===== src/hw/oag_pkg.sv =====
package oag_pkg;

    // ==========================================
    // Widths
    localparam int ADDR_W = 23;
    localparam int PAGE_W = 7;
    localparam int LOW_W = 16;
    localparam int OFF_W = 7;
    localparam int PDP_W = 9;
    localparam int BIT_W = 6;
    localparam int NAUX = 8;
    localparam int NACC = 4;
    localparam int NTMP = 4;

    // ==========================================
    // Reset values and limits
    localparam logic [6:0] STACK_PAGE_RST = 7'h00;
    localparam logic [15:0] STACK_PTR_RST = 16'h0000;
    localparam logic [8:0] PDP_RST = 9'h000;
    localparam logic [6:0] AUX_EXT_RST = 7'h00;
    localparam logic [15:0] AUX_LOW_RST = 16'h0000;
    localparam logic [15:0] CDP_RST = 16'h0000;
    localparam logic [6:0] CDP_EXT_RST = 7'h00;
    localparam logic [15:0] BUF_RST = 16'h0000;
    localparam logic COMPAT_RST = 1'b0;
    localparam logic [15:0] MMR_LAST = 16'h005F;
    localparam logic [5:0] ACC_TOP_BIT = 6'h27;
    localparam logic [5:0] REG16_TOP_BIT = 6'h0F;

    // ==========================================
    // Modes
    typedef enum logic [2:0] {
        OAG_DIRECT = 3'h0,
        OAG_REGBIT_DIR = 3'h1,
        OAG_PDP_DIR = 3'h3,
        OAG_AUX_IND = 3'h2,
        OAG_CDP_IND = 3'h6
    } oag_mode_t;

    typedef enum logic [1:0] {
        OAG_ACC_DATA = 2'h0,
        OAG_ACC_BIT = 2'h1,
        OAG_ACC_IO = 2'h2
    } oag_access_t;

    typedef enum logic [1:0] {
        OAG_MOD_NONE = 2'h0,
        OAG_MOD_INC = 2'h1,
        OAG_MOD_DEC = 2'h2
    } oag_modify_t;

    typedef enum logic [1:0] {
        OAG_RCLS_ACC = 2'h0,
        OAG_RCLS_AUX = 2'h1,
        OAG_RCLS_TMP = 2'h2,
        OAG_RCLS_NONE = 2'h3
    } oag_regclass_t;

    // Decoded operand request
    typedef struct packed {
        logic valid;
        oag_mode_t mode;
        oag_access_t access;
        logic [6:0] offset;
        logic [2:0] aux_sel;
        logic [2:0] aux_sel2;
        logic dual;
        oag_modify_t modify;
        logic bit_instr;
        oag_regclass_t reg_class;
    } oag_req_t;

    // Pointer register writes
    typedef struct packed {
        logic wr_stack_page;
        logic wr_stack_ptr;
        logic wr_xsp;
        logic [6:0] stack_page;
        logic [15:0] stack_ptr;
        logic wr_pdp;
        logic [8:0] peripheral_page_reg;
        logic wr_aux_low;
        logic wr_aux_full;
        logic [2:0] aux_wsel;
        logic [22:0] aux_data;
        logic wr_cdp;
        logic [22:0] cdp_data;
        logic wr_compat;
        logic compat;
        logic wr_circ;
        logic [8:0] circ_en;
        logic [15:0] buf_start;
        logic [15:0] buf_size;
    } oag_wr_t;

    // Generated addresses
    typedef struct packed {
        logic data_valid;
        logic [22:0] data_addr;
        logic data2_valid;
        logic [22:0] data2_addr;
        logic coef_valid;
        logic [22:0] coef_addr;
        logic io_valid;
        logic [15:0] io_addr;
        logic bit_valid;
        logic [5:0] bit_pos;
        logic mmr_hit;
        logic bit_error;
    } oag_out_t;

endpackage


===== src/hw/oag_operand_addr_gen.sv =====
`timescale 1ns/1ps
module oag_operand_addr_gen #(
    parameter int NAUX = oag_pkg::NAUX
) (
    // Clock and reset
    input wire logic clock,
    input wire logic rst,
    // Decoder request and register writes
    input wire oag_pkg::oag_req_t req,
    input wire oag_pkg::oag_wr_t wr,
    // Data-page direct address from outside this block
    input wire logic [22:0] dp_direct_addr,
    // Generated addresses
    output oag_pkg::oag_out_t addr_out,
    // Pointer state
    output logic [22:0] ext_stack_ptr,
    output logic compat_mode
);

    // ==========================================
    // Pointer registers
    logic [6:0] stack_page_ff;
    logic [15:0] stack_ptr_ff;
    logic [8:0] pdp_ff;
    logic [6:0] aux_ext_ff [NAUX];
    logic [15:0] aux_low_ff [NAUX];
    logic [6:0] cdp_ext_ff;
    logic [15:0] cdp_ff;
    logic compat_ff;
    logic [8:0] circ_en_ff;
    logic [15:0] buf_start_ff;
    logic [15:0] buf_size_ff;
    oag_pkg::oag_out_t out_ff;
    oag_pkg::oag_out_t nxt_out;

    always_ff @(posedge clock or posedge rst) begin
        if (rst) begin
            stack_page_ff <= oag_pkg::STACK_PAGE_RST;
            stack_ptr_ff <= oag_pkg::STACK_PTR_RST;
        end else begin
            if (wr.wr_stack_page || wr.wr_xsp) begin
                stack_page_ff <= wr.stack_page;
            end
            if (wr.wr_stack_ptr || wr.wr_xsp) begin
                stack_ptr_ff <= wr.stack_ptr;
            end
        end
    end

    always_ff @(posedge clock or posedge rst) begin
        if (rst) begin
            pdp_ff <= oag_pkg::PDP_RST;
            compat_ff <= oag_pkg::COMPAT_RST;
            circ_en_ff <= '0;
            buf_start_ff <= oag_pkg::BUF_RST;
            buf_size_ff <= oag_pkg::BUF_RST;
        end else begin
            if (wr.wr_pdp) begin
                pdp_ff <= wr.peripheral_page_reg;
            end
            if (wr.wr_compat) begin
                compat_ff <= wr.compat;
            end
            if (wr.wr_circ) begin
                circ_en_ff <= wr.circ_en;
                buf_start_ff <= wr.buf_start;
                buf_size_ff <= wr.buf_size;
            end
        end
    end

    // ==========================================
    // Circular step helper
    function automatic logic [15:0] step_ptr(input logic [15:0] p, input oag_pkg::oag_modify_t m,
                                             input logic circ, input logic [15:0] sz);
        logic [15:0] r;
        r = p;
        case (m)
            oag_pkg::OAG_MOD_INC: begin
                r = p + 16'h0001;
                if (circ && (r >= sz)) begin
                    r = 16'h0000;
                end
            end
            oag_pkg::OAG_MOD_DEC: begin
                if (circ && (p == 16'h0000) && (sz != 16'h0000)) begin
                    r = sz - 16'h0001;
                end else begin
                    r = p - 16'h0001;
                end
            end
            default: r = p;
        endcase
        return r;
    endfunction

    // Address offset for circular buffers
    function automatic logic [15:0] eff_low(input logic [15:0] p, input logic circ, input logic [15:0] bs);
        return circ ? (p + bs) : p;
    endfunction

    // ==========================================
    // Auxiliary registers
    // eight pointer slots
    genvar gi;
    for (gi = 0; gi < NAUX; gi++) begin : g_aux
        logic sel1;
        logic sel2;
        assign sel1 = req.valid && (req.mode == oag_pkg::OAG_AUX_IND) && (req.aux_sel == 3'(gi));
        assign sel2 = req.valid && (req.mode == oag_pkg::OAG_AUX_IND) && req.dual && (req.aux_sel2 == 3'(gi));
        always_ff @(posedge clock or posedge rst) begin
            if (rst) begin
                aux_ext_ff[gi] <= oag_pkg::AUX_EXT_RST;
                aux_low_ff[gi] <= oag_pkg::AUX_LOW_RST;
            end else if (wr.wr_aux_full && (wr.aux_wsel == 3'(gi))) begin
                aux_ext_ff[gi] <= wr.aux_data[22:16];
                aux_low_ff[gi] <= wr.aux_data[15:0];
            end else if (wr.wr_aux_low && (wr.aux_wsel == 3'(gi))) begin
                aux_low_ff[gi] <= wr.aux_data[15:0];
            end else if (sel1 || sel2) begin
                aux_low_ff[gi] <= step_ptr(aux_low_ff[gi], req.modify, circ_en_ff[gi], buf_size_ff);
            end
        end
    end

    // Coefficient pointer
    always_ff @(posedge clock or posedge rst) begin
        if (rst) begin
            cdp_ext_ff <= oag_pkg::CDP_EXT_RST;
            cdp_ff <= oag_pkg::CDP_RST;
        end else if (wr.wr_cdp) begin
            cdp_ext_ff <= wr.cdp_data[22:16];
            cdp_ff <= wr.cdp_data[15:0];
        end else if (req.valid && (req.mode == oag_pkg::OAG_CDP_IND || req.dual)) begin
            cdp_ff <= step_ptr(cdp_ff, req.modify, circ_en_ff[8], buf_size_ff);
        end
    end

    // ==========================================
    // Address formation
    always_comb begin
        logic [15:0] p1;
        logic [15:0] p2;
        logic [15:0] sp_sum;
        logic [5:0] top;
        logic [5:0] bnum;
        logic bit_ok;
        bit_ok = 1'b0;
        p1 = eff_low(aux_low_ff[req.aux_sel], circ_en_ff[req.aux_sel], buf_start_ff);
        p2 = eff_low(aux_low_ff[req.aux_sel2], circ_en_ff[req.aux_sel2], buf_start_ff);
        sp_sum = stack_ptr_ff + {9'h000, req.offset};
        top = (req.reg_class == oag_pkg::OAG_RCLS_ACC) ? oag_pkg::ACC_TOP_BIT : oag_pkg::REG16_TOP_BIT;
        bnum = 6'h00;
        nxt_out = '0;
        case (req.mode)
            oag_pkg::OAG_DIRECT: begin
                nxt_out.data_valid = req.valid;
                if (compat_ff) begin
                    nxt_out.data_addr = {stack_page_ff, sp_sum};
                end else begin
                    nxt_out.data_addr = dp_direct_addr;
                end
            end
            oag_pkg::OAG_REGBIT_DIR: begin
                // offset from LSB
                // Offsets past 63 show 63 so the range check refuses them
                bnum = req.offset[6] ? 6'h3F : req.offset[5:0];
                nxt_out.bit_valid = req.valid;
            end
            oag_pkg::OAG_PDP_DIR: begin
                nxt_out.io_valid = req.valid;
                nxt_out.io_addr = {pdp_ff, req.offset};
            end
            oag_pkg::OAG_AUX_IND: begin
                case (req.access)
                    oag_pkg::OAG_ACC_DATA: begin
                        nxt_out.data_valid = req.valid;
                        nxt_out.data_addr = {aux_ext_ff[req.aux_sel], p1};
                        nxt_out.data2_valid = req.valid && req.dual;
                        nxt_out.data2_addr = {aux_ext_ff[req.aux_sel2], p2};
                        nxt_out.coef_valid = req.valid && req.dual;
                        nxt_out.coef_addr = {cdp_ext_ff, eff_low(cdp_ff, circ_en_ff[8], buf_start_ff)};
                    end
                    oag_pkg::OAG_ACC_BIT: begin
                        bnum = (aux_low_ff[req.aux_sel] > 16'h003F) ? 6'h3F : aux_low_ff[req.aux_sel][5:0];
                        nxt_out.bit_valid = req.valid;
                    end
                    default: begin
                        nxt_out.io_valid = req.valid;
                        nxt_out.io_addr = aux_low_ff[req.aux_sel];
                    end
                endcase
            end
            oag_pkg::OAG_CDP_IND: begin
                case (req.access)
                    oag_pkg::OAG_ACC_DATA: begin
                        nxt_out.data_valid = req.valid;
                        nxt_out.data_addr = {cdp_ext_ff, eff_low(cdp_ff, circ_en_ff[8], buf_start_ff)};
                    end
                    oag_pkg::OAG_ACC_BIT: begin
                        bnum = (cdp_ff > 16'h003F) ? 6'h3F : cdp_ff[5:0];
                        nxt_out.bit_valid = req.valid;
                    end
                    default: begin
                        nxt_out.io_valid = req.valid;
                        nxt_out.io_addr = cdp_ff;
                    end
                endcase
            end
            default: nxt_out = '0;
        endcase
        // bit instructions on allowed registers only
        bit_ok = req.bit_instr && (req.reg_class != oag_pkg::OAG_RCLS_NONE) && (bnum <= top);
        if (nxt_out.bit_valid) begin
            nxt_out.bit_pos = bnum;
            nxt_out.bit_error = !bit_ok;
            nxt_out.bit_valid = bit_ok;
        end
        nxt_out.mmr_hit = nxt_out.data_valid && (nxt_out.data_addr[22:16] == 7'h00)
                          && (nxt_out.data_addr[15:0] <= oag_pkg::MMR_LAST);
    end

    always_ff @(posedge clock or posedge rst) begin
        if (rst) begin
            out_ff <= '0;
        end else begin
            out_ff <= nxt_out;
        end
    end

    assign addr_out = out_ff;
    assign ext_stack_ptr = {stack_page_ff, stack_ptr_ff};
    assign compat_mode = compat_ff;

endmodule // oag_operand_addr_gen


===== config.mk =====
export PLATFORM = sky130hd
export DESIGN_NAME = oag_operand_addr_gen
export DESIGN_NICKNAME = d
export VERILOG_FILES = /design/src/hw/oag_pkg.sv /design/src/hw/oag_operand_addr_gen.sv
export SDC_FILE = /design/constraint.sdc
export NUM_CORES = 2
export LEC_CHECK = 0
export BUFFER_PORTS_ARGS = -buffer_cell sky130_fd_sc_hd__buf_2
export CAP_MARGIN = 10
export CORE_ASPECT_RATIO = 0.6
export CORE_MARGIN = 2
export CORE_UTILIZATION = 35
export DETAILED_ROUTE_END_ITERATION = 6
export GPL_ROUTABILITY_DRIVEN = 0
export PLACE_DENSITY_LB_ADDON = 0.25
export SETUP_SLACK_MARGIN = 0.02
export SLEW_MARGIN = 20
export SYNTH_ARGS = -nofsm -noshare
export SYNTH_HDL_FRONTEND = slang
export SYNTH_SLANG_ARGS = --single-unit

===== constraint.sdc =====
create_clock -name clock -period 24.7 [get_ports clock]
set_clock_uncertainty 0.1 [all_clocks]
set_input_delay 2.47 -clock clock [delete_from_list [all_inputs] [get_ports clock]]
set_output_delay 2.47 -clock clock [all_outputs]
set_load 0.01 [all_outputs]

# Word level (Yosys, flattened, before mapping)
# Index checks and enable logic that the tools add are counted.
# Widths: inputs -> output; s select.
# word_totals
regBits,379
wordCells,324
# op_classes
addsub,23
magnitude_cmp,17
n_eq_ne,29
muxes,91
n_bitwise,2
reduce_logical,125
# ops
op,n
$mux 16,51
$pmux 16 s2,9
$sub 16x1->16 const B,10
$add 16x1->16 const B,9
$ge 16x16->1,9
$logic_not 16->1,9
$bmux 16 s3,2
$mux 72,1
$pmux 24 s3,1
$logic_and 1x1->1,67
$pmux 17 s3,1
$add 16x16->16,3
$mux 48,1
$bmux 7 s3,2
$eq 3x3->1 const B,13
$mux 6,6
$mux 7,5
$mux 17,2
$gt 16x6->1 const B,2
$reduce_bool 4->1,8
$reduce_bool 3->1,9
$eq 3x2->1 const B,8
$mux 24,1
$mux 23,1
23 further kinds,57

# Longest topological paths before layout
# depth
word_depth,12
ltp_mapped,20

# Least setup slack after synthesis
# Ideal clock, no wire load.
# synth_timing
path_kind,input to register
start,input req[9] in the netlist's numbering
end,"register out_ff, in the netlist addr_out[1]"
arrival_ps,7129
required_time_ps,24499
slack_ps,17370
stages,19
path_buffers,4
path_cell_list,buf_2 > buf_2 > buf_2 > clkbuf_1 > mux4_2 > mux2i_1 > inv_1 > ha_1 > inv_1 > fa_1 > nor2b_1 > o31ai_1 > a21boi_1 > o41a_1 > xor2_1 > a211oi_1 > o21ai_0 > or4b_1 > nor4_1
# synth_rtl
element,line,text
start: declaration,oag_operand_addr_gen.sv:9,"input wire oag_pkg::oag_req_t req,"
end signal: assignment,oag_operand_addr_gen.sv:227,out_ff <= nxt_out;
end: declaration,oag_operand_addr_gen.sv:33,oag_pkg::oag_out_t out_ff;

==> impl_results.md <==
- Final core occ: 40.2%
- Fin Setup TNS: 0 ps
- Placeable Area: 92100 um2
- Post-CTS Resized: 0
- Die Area: 95900 um2
- Die X-Extent: 398 um
- Vias/cell: 6.36
- Layout overhead on the synthesized area: 13.4%
- Initial Util: 35.5%
- Startpoint of the worst hold path: pdp_ff[8]$_DFFE_PP0P_
- Async set-reset flop share out of synthesis: 100%
- Area leader, netlist: dfrtp_1
- Post-CTS Setup Bufs: 0
- # IOs: 304
- Crit-path max FO: 40
- VDD IR max: 0.0645 mV
- Crit Path Category: input pin to register
- Clk buf depth: 3
- GR Util All Layers: 31.7%
- Synthesized cell area: 32700 um2
- Inst Count DP: 5086
- Worst R2R Start: aux_low_ff[68]$_DFFE_PP0P_
- Fmax: 0.147 GHz
- Share of post-route cells with drive strength above 1: 19.5%
- Hold Vio Cnt, Final: 0
- Finished Layout Cells: 5183
- Fin crit period: 6810 ps
- Crit path from: req[9]
- Leakage power total: 16.2 nW
- Clock Tree Root: clkbuf_16
- Worst EP arrival: 7230 ps
- Detail Route Antenna Nets: 0
- Max cap viols: 0
- First-pass GRT wire length: 220000 um
- Die Ht: 241 um
- DR WL/cell: 30.2 um
- Nets: 4302
- Pwr dens: 92.5 nW/um2
- Multi-input logic area: 21800 um2
- Syn Inst Count: 3739
- Hold Buf Count CTS: 0
- # DRC: 35
- Vias in the first global route: 29107
- RSZ-0062 raised after global routing: no
- Largest net degree at the start of global routing: 144
- Failing checks: design-rule violations
- Clock transition at path regs: 70 ps
- GRT met2 Usage: 37.7%
- Setup-failing EPs final: 0
- Worst skew pair latency: 630 ps
- Avg Cell Area, Syn: 8.74 um2
- Worst slew margin: 13.4%
- Status: finished, violations left
- GRT Max-Usage Layer: met1
- Crit start category: input pin
- Fillers: 9288
- CP Capture Type: register
- Slew Viols, Final: 0
- Synth Flop Type: dfrtp_1
- Initial antenna violation count: 20
- CTS Buf Count: 41
- Grt met3 use: 18.3%
- Final WL: 156000 um
- HP Class: register to register
- Synth area leaders: dfrtp_1, ha_1, mux4_2
- Met1 GRT Util: 47.0%
- # rows: 86
- Drt pass-1 iters: 7
- Final Cycle Share: 27.6%
- H-tree depth reported by CTS: 2
- Slew @ Worst Pin: 1290 ps
- CTS tree: done
- Detailed Place HPWL: 120000 um
- Worst R2R Setup Slack: 19430 ps
- Ys Warns: 0
- Overflow after GRT: 0
- Net Count, Synth: 4144
- Sequential area share after synthesis: 28.9%
- Count of input and output buffers: 303
- CP Data Required Time: 25130 ps
- Top cell type's share of synthesized area: 28.9%
- Via count: 32939
- Initial DRC Count: 5517
- Storage element area: 9460 um2
- Synth Register Bits: 378
- Clk sink count: 378
- Post-synth EDFFs: 0
- Min Hold Slack: 393 ps
- Synth cell types: 90
[sequential cells by signal, summed over array words and instances, names as in the netlist]
signal,count
cdp_ff,16
aux_ext_ff,56
buf_size_ff,16
addr_out,97
pdp_ff,9
circ_en_ff,9
aux_low_ff,128
compat_mode,1
stack_ptr_ff,16
cdp_ext_ff,7
stack_page_ff,7
buf_start_ff,16
[synthesized netlist by cell type (31+ instances only)]
cell / n
a211oi_1: 53
a21o_1: 58
a21oi_1: 176
a31oi_1: 53
and3_1: 44
clkbuf_1: 249
dfrtp_1: 378
ha_1: 219
inv_1: 116
mux2_2: 138
mux2i_1: 72
mux4_2: 94
nand2_1: 354
nand2b_1: 60
nand3_1: 99
nand4_1: 35
nor2_1: 307
nor3_1: 87
nor4_1: 31
o211ai_1: 55
o21ai_0: 134
o21ai_1: 126
o22ai_1: 55
xnor2_1: 196
xor2_1: 99
[critical path, stage by stage]
cell      delay [ps]
buf_4            550
mux4_2           600
mux2i_1          310
inv_1             80
ha_1             200
inv_1             80
fa_1             200
nor2b_1           70
o31ai_1          540
a21boi_1         230
o41a_1           470
xor2_1           160
a211oi_1         220
o21ai_0          160
or4b_1           600
nor4_1           200
[power breakdown]
part	internal, W	leakage (nW)	total (W)	switching, W
Combinational	0.000713	10.7	0.00167	0.000952
Clock	0.000365	0.684	0.000681	0.000316
Sequential	0.000735	4.77	0.00108	0.000345
[cell type report]
type                    instances  share of cell area, %
flip-flops and latches        378                   25.5
clock buffers                  54                   3.09
inverters                     119                   1.23
multi-input cells            2949                   58.9
repair buffers                408                   6.27
well taps                    1232                   4.16
clock inverters                22                  0.685
diodes                         21                  0.142
[routing by layer]
| metal | share of wire (%) | vias up |
|---|---|---|
| met2 | 35 | 2528 |
| met1 | 43 | 16016 |
| met4 | 2.7 | 14 |
| li1 | - | 14057 |
| met3 | 19 | 324 |
| met5 | 0.21 | - |
[logic make-up (layout without fill, tap and decap cells)]
group | Yosys count | count (layout) | share of synthesized area [%]
other | 0 | 21 | 0
xor gates and xnor gates | 295 | 295 | 7.91
AOI/OAI and AO/OA | 939 | 939 | 18.7
buffers and inverters | 412 | 603 | 4.88
adders and majority gates | 223 | 223 | 8.63
DFF | 378 | 378 | 28.9
muxes | 304 | 304 | 13.4
and+or+nand+nor | 1188 | 1188 | 17.5
[metrics by stage]
step / total power [W] / instance area [um2] / worst slack (ps)
floorplan: 0.00210 / 32700 / 11630
global placement: 0.00264 / 35600 / 17440
detailed placement: 0.00265 / 35600 / 17350
CTS: 0.00333 / 37000 / 18030
global route: 0.00359 / 37000 / 17560
finish: 0.00343 / 37100 / 17900
[placed cells by master, fill, tap and decap left out, types with 11 or more instances in the layout]
cell type	instances
or3_1	22
nand2b_1	60
a21o_1	58
xnor2_1	186
o221ai_1	20
o31ai_1	30
o21ai_1	125
o22ai_1	55
nand2_1	353
a31oi_1	53
a211oi_1	53
and2_1	21
or4_1	24
clkbuf_16	41
a221oi_1	24
a21oi_1	175
o211ai_1	55
xor2_1	99
mux4_2	94
o21ai_0	134
ha_1	218
buf_2	301
mux2_2	138
nor2b_1	29
mux2i_1	70
dfrtp_1	378
o21a_1	20
and3_1	44
nor3_1	87
o2bb2ai_1	20
a311oi_1	13
inv_1	115
nand4_1	35
nor2_1	303
buf_4	106
nor4_1	27
nand3_1	99
a221o_1	11
diode_2	21
[worst paths after layout]
check / end / cells past startpoint
setup / recovery: addr_out[1]$_DFF_PP0_ / 16
hold / removal: addr_out[24]$_DFF_PP0_ / 2
setup reg to reg: aux_low_ff[64]$_DFFE_PP0P_ / 18
hold reg to reg: addr_out[24]$_DFF_PP0_ / 2
max in group asynchronous: aux_ext_ff[29]$_DFFE_PP0P_ / 4
min in group asynchronous: aux_low_ff[107]$_DFFE_PP0P_ / 2
No activity file was read; power rests on OpenSTA's default activity.
